<file path="src/shared/brg_map.vh">
// register map and constants for the bit rate generator with dpll
`ifndef BRG_MAP_VH
`define BRG_MAP_VH
// register indices on the plain register port
`define BRG_ADDR_TX_COR 4'h0
`define BRG_ADDR_RX_COR 4'h1
`define BRG_ADDR_TX_BPR 4'h2
`define BRG_ADDR_RX_BPR 4'h3
`define BRG_ADDR_STATUS 4'h4
// clock option fields
`define BRG_TX_SEL_HI 7
`define BRG_TX_SEL_LO 5
`define BRG_RX_SEL_HI 2
`define BRG_RX_SEL_LO 0
`define BRG_RX_DPLL_BIT 5
// source select codes
`define BRG_SEL_CLK0 3'h0
`define BRG_SEL_CLK1 3'h1
`define BRG_SEL_CLK2 3'h2
`define BRG_SEL_CLK3 3'h3
`define BRG_SEL_CLK4 3'h4
`define BRG_SEL_EXT 3'h6
`define BRG_SEL_RX_EXTERNAL_CLOCK_PIN 3'h7
// reset values
`define BRG_COR_RST 8'h00
`define BRG_BPR_RST 8'h01
// prescaler tap bits: /8,/32,/128,/512,/2048
`define BRG_TAP0 2
`define BRG_TAP1 4
`define BRG_TAP2 6
`define BRG_TAP3 8
`define BRG_TAP4 10
`define BRG_PRE_W 11
`endif

</file>
<file path="src/rtl/brg_dpll.v">
// per-direction bit rate generator with receive dpll, one serial channel
`include "brg_map.vh"

// Functional notes
// - separate source select and divisor for transmit and receive
// - five taps from system clock: divide by 8, 32, 128, 512, 2048
// - tx may use its external pin or rx bit clock; rx its pin
// - divisor 1 to 255 held in 8-bit period register per direction
// - period 01h with external clock uses that clock directly
// - external clock at bit-rate multiple divided by loaded period plus one
// - dpll mode recentres rx clock phase to mid-cell on each incoming data transition, except with period 01h on the external clock
// - tx selecting rx bit clock is clocked by recovered rx clock
// - writing 00h to clock option selects tap zero
// - select codes: 000-100 taps, 110 external, 111 rx clock for tx
// - external rx clock: data sampled on its rising edge
module brg_dpll
(
   // clock and reset
   input wire sys_clk_in,
   input wire rst_in,
   // register port
   input wire [3:0] addr_in,
   input wire [7:0] wr_data_in,
   input wire wr_in,
   input wire rd_in,
   output reg [7:0] rd_data_out,
   // line pins
   input wire tx_external_clock_pin_in,
   input wire rx_external_clock_pin_in,
   input wire rx_data_in,
   // bit clock enables and sampled data
   output reg tx_bit_clk_out,
   output reg rx_bit_clk_out,
   output reg rx_data_sample_out
);

   // registers
   reg [7:0] tx_clock_option_reg_r;
   reg [7:0] rx_clock_option_reg_r;
   reg [7:0] tx_bit_period_reg_r;
   reg [7:0] rx_bit_period_reg_r;
   reg [`BRG_PRE_W-1:0] pre_r;
   reg [`BRG_PRE_W-1:0] pre_nxt;
   reg [7:0] tx_cnt_r;
   reg [7:0] rx_cnt_r;
   reg tx_reload_r;
   reg rx_reload_r;
   // pin synchronisers: first stage read only by second stage
   reg txc_s1_r, txc_s2_r, txc_s3_r;
   reg rxc_s1_r, rxc_s2_r, rxc_s3_r;
   reg rxd_s1_r, rxd_s2_r, rxd_s3_r;
   reg [7:0] rd_data_nxt;

   wire [2:0] tx_sel = tx_clock_option_reg_r[`BRG_TX_SEL_HI:`BRG_TX_SEL_LO];
   wire [2:0] rx_sel = rx_clock_option_reg_r[`BRG_RX_SEL_HI:`BRG_RX_SEL_LO];
   wire dpll_en = rx_clock_option_reg_r[`BRG_RX_DPLL_BIT];
   wire txc_rise = txc_s2_r & ~txc_s3_r;
   wire rxc_rise = rxc_s2_r & ~rxc_s3_r;
   wire rxd_edge = rxd_s2_r ^ rxd_s3_r;

   // tick from a prescaler tap: one cycle when all low bits wrap
   function tap_tick;
      input [`BRG_PRE_W-1:0] p;
      input [2:0] sel;
      begin
         case (sel)
            `BRG_SEL_CLK0: tap_tick = &p[`BRG_TAP0:0];
            `BRG_SEL_CLK1: tap_tick = &p[`BRG_TAP1:0];
            `BRG_SEL_CLK2: tap_tick = &p[`BRG_TAP2:0];
            `BRG_SEL_CLK3: tap_tick = &p[`BRG_TAP3:0];
            `BRG_SEL_CLK4: tap_tick = &p[`BRG_TAP4:0];
            default: tap_tick = 1'b0; // 101 reserved gives no clock
         endcase
      end
   endfunction

   // next divider count on a source tick: wrap back to the period at zero
   function [7:0] count_next;
      input [7:0] cnt;
      input [7:0] period;
      begin
         if (cnt == 8'h00)
            count_next = period;
         else
            count_next = cnt - 8'h01;
      end
   endfunction

   // zero is outside 1..255; held at 1 so the divider never stalls
   function [7:0] legal_period;
      input [7:0] value;
      begin
         if (value == 8'h00)
            legal_period = `BRG_BPR_RST;
         else
            legal_period = value;
      end
   endfunction

   // source tick per direction
   wire rx_tick = (rx_sel == `BRG_SEL_EXT) ? rxc_rise : tap_tick(pre_r, rx_sel);
   wire tx_tick = (tx_sel == `BRG_SEL_EXT) ? txc_rise :
                  (tx_sel == `BRG_SEL_RX_EXTERNAL_CLOCK_PIN) ? rx_bit_clk_out :
                  tap_tick(pre_r, tx_sel);

   // down counters: terminal at zero gives period+1 ticks
   wire tx_term = tx_tick & (tx_cnt_r == 8'h00);
   wire rx_term = rx_tick & (rx_cnt_r == 8'h00);
   // period 01h with an external 1x clock passes every rising edge through
   wire tx_direct = (tx_sel != `BRG_SEL_CLK0) && (tx_sel >= `BRG_SEL_EXT) &&
                    (tx_bit_period_reg_r == `BRG_BPR_RST);
   wire rx_direct = (rx_sel == `BRG_SEL_EXT) && (rx_bit_period_reg_r == `BRG_BPR_RST);
   wire [7:0] rx_half = {1'b0, rx_bit_period_reg_r[7:1]};

   // free running prescaler
   always @*
   begin
      pre_nxt = pre_r + {{(`BRG_PRE_W-1){1'b0}}, 1'b1};
   end

   // read mux; status shows the receive counter's live state
   always @*
   begin
      case (addr_in)
         `BRG_ADDR_TX_COR: rd_data_nxt = tx_clock_option_reg_r;
         `BRG_ADDR_RX_COR: rd_data_nxt = rx_clock_option_reg_r;
         `BRG_ADDR_TX_BPR: rd_data_nxt = tx_bit_period_reg_r;
         `BRG_ADDR_RX_BPR: rd_data_nxt = rx_bit_period_reg_r;
         `BRG_ADDR_STATUS: rd_data_nxt = rx_cnt_r;
         default: rd_data_nxt = 8'h00;
      endcase
   end

   // register writes and read data
   always @(posedge sys_clk_in)
   begin
      if (rst_in)
      begin
         tx_clock_option_reg_r <= `BRG_COR_RST;
         rx_clock_option_reg_r <= `BRG_COR_RST;
         tx_bit_period_reg_r <= `BRG_BPR_RST;
         rx_bit_period_reg_r <= `BRG_BPR_RST;
         tx_reload_r <= 1'b0;
         rx_reload_r <= 1'b0;
         rd_data_out <= 8'h00;
      end
      else
      begin
         tx_reload_r <= wr_in && (addr_in == `BRG_ADDR_TX_BPR);
         rx_reload_r <= wr_in && (addr_in == `BRG_ADDR_RX_BPR);
         rd_data_out <= rd_in ? rd_data_nxt : 8'h00;
         if (wr_in)
         begin
            case (addr_in)
               `BRG_ADDR_TX_COR: tx_clock_option_reg_r <= wr_data_in;
               `BRG_ADDR_RX_COR: rx_clock_option_reg_r <= wr_data_in;
               `BRG_ADDR_TX_BPR: tx_bit_period_reg_r <= legal_period(wr_data_in);
               `BRG_ADDR_RX_BPR: rx_bit_period_reg_r <= legal_period(wr_data_in);
               default: ;
            endcase
         end
      end
   end

   // synchronisers for the external pins; fine below clk/16
   always @(posedge sys_clk_in)
   begin
      if (rst_in)
      begin
         {txc_s1_r, txc_s2_r, txc_s3_r} <= 3'h0;
         {rxc_s1_r, rxc_s2_r, rxc_s3_r} <= 3'h0;
         {rxd_s1_r, rxd_s2_r, rxd_s3_r} <= 3'h0;
      end
      else
      begin
         txc_s1_r <= tx_external_clock_pin_in;
         txc_s2_r <= txc_s1_r;
         txc_s3_r <= txc_s2_r;
         rxc_s1_r <= rx_external_clock_pin_in;
         rxc_s2_r <= rxc_s1_r;
         rxc_s3_r <= rxc_s2_r;
         rxd_s1_r <= rx_data_in;
         rxd_s2_r <= rxd_s1_r;
         rxd_s3_r <= rxd_s2_r;
      end
   end

   // divider chains and dpll
   always @(posedge sys_clk_in)
   begin
      if (rst_in)
      begin
         pre_r <= {`BRG_PRE_W{1'b0}};
         tx_cnt_r <= `BRG_BPR_RST;
         rx_cnt_r <= `BRG_BPR_RST;
         tx_bit_clk_out <= 1'b0;
         rx_bit_clk_out <= 1'b0;
         rx_data_sample_out <= 1'b0;
      end
      else
      begin
         pre_r <= pre_nxt;
         // transmit divider
         if (tx_reload_r)
            tx_cnt_r <= tx_bit_period_reg_r;
         else if (tx_tick)
            tx_cnt_r <= count_next(tx_cnt_r, tx_bit_period_reg_r);
         tx_bit_clk_out <= tx_direct ? tx_tick : (tx_term & ~tx_reload_r);
         // receive divider; dpll recentres on a data edge so the bit
         // clock lands mid-cell, trading jitter for fast lock
         if (rx_reload_r)
            rx_cnt_r <= rx_bit_period_reg_r;
         else if (dpll_en && rxd_edge && !rx_direct)
            rx_cnt_r <= rx_half;
         else if (rx_tick)
            rx_cnt_r <= count_next(rx_cnt_r, rx_bit_period_reg_r);
         rx_bit_clk_out <= rx_direct ? rx_tick : (rx_term & ~rx_reload_r);
         // sample only with a bit clock actually sent, so a reload never moves it
         if (rx_direct ? rx_tick : (rx_term & ~rx_reload_r))
            rx_data_sample_out <= rxd_s2_r;
      end
   end

endmodule // brg_dpll

</file>
<file path="config.mk">
export PLATFORM = sky130hd
export DESIGN_NAME = brg_dpll
export DESIGN_NICKNAME = d
export VERILOG_FILES = /design/src/rtl/brg_dpll.v
export VERILOG_INCLUDE_DIRS = /design/src /design/src/shared
export SDC_FILE = /design/constraint.sdc
export NUM_CORES = 1
export LEC_CHECK = 0
export ABC_AREA = 1
export BUFFER_PORTS_ARGS = -buffer_cell sky130_fd_sc_hd__buf_2
export CORE_AREA = 2 2 98 100
export DETAILED_ROUTE_END_ITERATION = 6
export DIE_AREA = 0 0 100 102
export PLACE_DENSITY_LB_ADDON = 0.2
export SLEW_MARGIN = 20
export SYNTH_ARGS = -nofsm -noshare
export SYNTH_HDL_FRONTEND = slang
export SYNTH_SLANG_ARGS = --single-unit
</file>
<file path="constraint.sdc">
create_clock -name sys_clk_in -period 3.8 [get_ports sys_clk_in]
set_input_delay 0.76 -clock sys_clk_in [delete_from_list [all_inputs] [get_ports sys_clk_in]]
set_output_delay 0.76 -clock sys_clk_in [all_outputs]
set_load 0.05 [all_outputs]
</file>
==> summary.md <==
| Metric | Value |
|---|---|
| Outcome | `complete, no violations` |
| Crit path max-delay family | `simple AND/OR/NAND/NOR gates` |
| Largest net degree at the start of global routing | `33` |
| Max_cap viols | `0` |
| Avg Inst Size Synth | `6.77 um^2` |
| ANT nets after route | `0` |
| Number of DRC markers in iteration 0 | `241` |
| Initial core utilization | `0.444` |
| Number of distinct library cells after synthesis | `34` |
| Post-route setup slack | `1350 ps` |
| Critical Path Start Type | `register` |
| P_leak | `1.98 nW` |
| Critical Path Fanout Max | `7` |
| H-tree depth | `3` |
| Final Wtd Congestion | `0.910` |
| Post-synthesis async set-or-reset flop share | `0` |
| Syn Inst Count | `597` |
| Seq/Total Area, Yosys | `0.401` |
| Mapped cell area | `0.00404 mm^2` |
| Port Buffer Count | `29` |
| Bufs and invs on worst path | `0` |
| Die height | `102 um` |
| Final nets | `650` |
| Worst IR Drop VDD | `207 uV` |
| ANT cells | `0` |
| Final Hold Viols | `0` |
| Crit path kind | `reg -> reg` |
| CP max stage delay | `360 ps` |
| Syn-to-layout area delta | `11.0%` |
| Maximum clock frequency | `0.409 GHz` |
| CP Data Arrival Time | `2760 ps` |
| Core area | `0.00911 mm^2` |
| Initial antenna violation count | `0` |
| Drt pass-1 iters | `6` |
| CP dominant cell by count | `nand2_1` |
| Post-placement setup slack | `1380 ps` |
| Clock root buffer | `clkbuf_8` |
| Rel. slew slack | `0.441` |
| Setup TNS | `0 ps` |
| Global-route usage over all layers | `0.215` |
| Cell Rows | `35` |
| Setup violators final | `0` |
| Vias | `3,865` |
| Worst min path class | `reg -> reg` |
| Hold buffer count at CTS | `0` |
| WP data required | `4110 ps` |
| GRT Residual Overflow | `0` |
| CTS Sinks | `81` |
| IO Pins | `30` |
| Share of layout cells above drive strength 1 | `0.105` |
| Die area | `0.0102 mm^2` |
| RSZ-0062 raised after global routing | `no` |
| Power per cell area | `388 mW/mm^2` |
| Final min period | `2450 ps` |
| Least-Margin Pin Slew | `837 ps` |
| Syn nets | `623` |
| Worst-path cell chain | `ha_1, nand2_1, nor2_4, nand2_1, nor2_1, ha_1, nor2_1, nor2_1, o21ai_0, nand2_1, nand2_1, nand2_1, nand2_1, nand2_1, nand2_1, nor2_1` |
| Tot Pwr | `1.74 mW` |
| Number of enable flip-flop cells after synthesis | `0` |
| Die width | `100 um` |
| Main synth FF type | `dfxtp_1` |
| CTS tree | `done` |
| Vias in the first global route | `3,560` |
| Worst Skew | `9.46 ps` |
| Clock-pin slew on the worst setup and hold paths | `80 ps` |
| Total Routed Length | `10.2 mm` |
| TritonCTS buffer count | `9` |
| CTS resizes | `0` |
| DR WL/cell | `13.8 um` |
| Period utilization | `0.644` |
| Yosys warns | `0` |
| Post-DP HPWL | `7.58 mm` |
| Number of synthesized register bits | `81` |
| Via/cell ratio | `5.22` |
| Global-route wire length before repair | `17.1 mm` |
| Final Max Tran Viols | `0` |
| Drt drc | `0` |
| Total setup buffers inserted after CTS | `0` |
| Critical Path End Type | `register` |
| Critical path's slowest cell | `dfxtp_1` |
| Clock buffer depth | `2` |
| Worst skew pair latency | `370 ps` |
-- worst min-delay path: stages (launching register included) --
cell and delay, ps:
dfxtp_1 300, inv_1 40, nor2_1 30
-- cells in the final DEF, fill, tap and decap left out, types with 4 or more instances in the layout --
cell      synthesis  layout
ha_1              7       7
clkbuf_8          0       9
nor2_2            5       5
nor2_4            4       4
nand4_1          13      13
a211oi_1          6       6
o21ai_0          46      46
dfxtp_1          81      81
a21oi_1          44      44
nand3_1          42      42
o22ai_1          14      14
nand2_1         118     118
nor2_1           88      88
inv_1            84      84
buf_2             5      29
nor3_1            6       6
-- report_power, final --
part / internal, mW / switching [mW]
registers: 0.869 / 0.0132
clock network: 0.372 / 0.333
logic: 0.0514 / 0.102
-- metrics by stage --
stage,area [um^2],instances,hold WS (ps),util
6_report,4490,740,403,0.493
5_1_grt,4490,740,427,0.493
4_1_cts,4490,740,409,0.493
3_5_place_dp,4270,724,397,0.469
3_3_place_gp,4270,724,392,0.469
2_1_floorplan,4040,597,388,-
-- routing by layer --
layer  vias to the layer above  routed length [um]  global-route usage
met5                         -                   0                   0
met4                         0                 193              0.0885
met3                        16                 812              0.0609
met2                       148                4560               0.338
met1                      1709                4650               0.279
li1                       1992                   -                   -
-- sequential cells by signal, indices dropped and copies added, names as in the netlist, 8 cells and up --
signal,cells
tx_bit_period_reg_r,8
rx_bit_period_reg_r,8
pre_r,11
rx_cnt_r,8
tx_clock_option_reg_r,8
rx_clock_option_reg_r,8
tx_cnt_r,8
rd_data_out,8
-- layout make-up --
class	instances	area, um^2
fill	948	4620
multi-input combinational	415	2030
sequential	81	1620
inverter	87	327
timing repair buffer	30	153
tap	111	139
clock buffer	10	128
clock inverter	6	90.1
-- path summary, 6_finish.rpt --
kind / from / slack [ps] / to / depth (start not counted)
worst max-delay path: pre_r[0]$_SDFF_PP0_ / 1350 / rx_data_sample_out$_SDFFE_PP0P_ / 16
worst min register to register: txc_s1_r$_SDFF_PP0_ / 400 / txc_s2_r$_SDFF_PP0_ / 2
worst min-delay path: txc_s1_r$_SDFF_PP0_ / 400 / txc_s2_r$_SDFF_PP0_ / 2
worst max register to register: pre_r[0]$_SDFF_PP0_ / 1350 / rx_data_sample_out$_SDFFE_PP0P_ / 16
-- cell families (layout without fill, tap and decap cells) --
family,after synthesis,after routing,synth area share
AOI/OAI and AO/OA,117,117,0.160
xor gates and xnor gates,5,5,0.0108
adders and majority gates,7,7,0.0217
buffers and inverters,101,133,0.0963
DFF,81,81,0.401
and+or+nand+nor,286,286,0.310
-- cell usage after synthesis, types with 2 or more instances --
| cell type | n | area (um^2) |
|---|---|---|
| xnor2_1 | 2 | 17.5 |
| ha_1 | 7 | 87.6 |
| o21ai_0 | 46 | 230 |
| xor2_1 | 3 | 26.3 |
| o221ai_1 | 2 | 17.5 |
| dfxtp_1 | 81 | 1620 |
| inv_2 | 3 | 11.3 |
| nand2_1 | 118 | 443 |
| a211oi_1 | 6 | 45.0 |
| nand3_2 | 3 | 30.0 |
| nor3_1 | 6 | 30.0 |
| clkbuf_1 | 7 | 26.3 |
| nor2_2 | 5 | 31.3 |
| nand3_1 | 42 | 210 |
| o22ai_1 | 14 | 87.6 |
| buf_2 | 5 | 25.0 |
| nand2_2 | 2 | 12.5 |
| nor2_1 | 88 | 330 |
| nor2_4 | 4 | 45.0 |
| inv_1 | 84 | 315 |
| a21oi_1 | 44 | 220 |
| nand4_1 | 13 | 81.3 |
(Power assumes the default switching activity.)
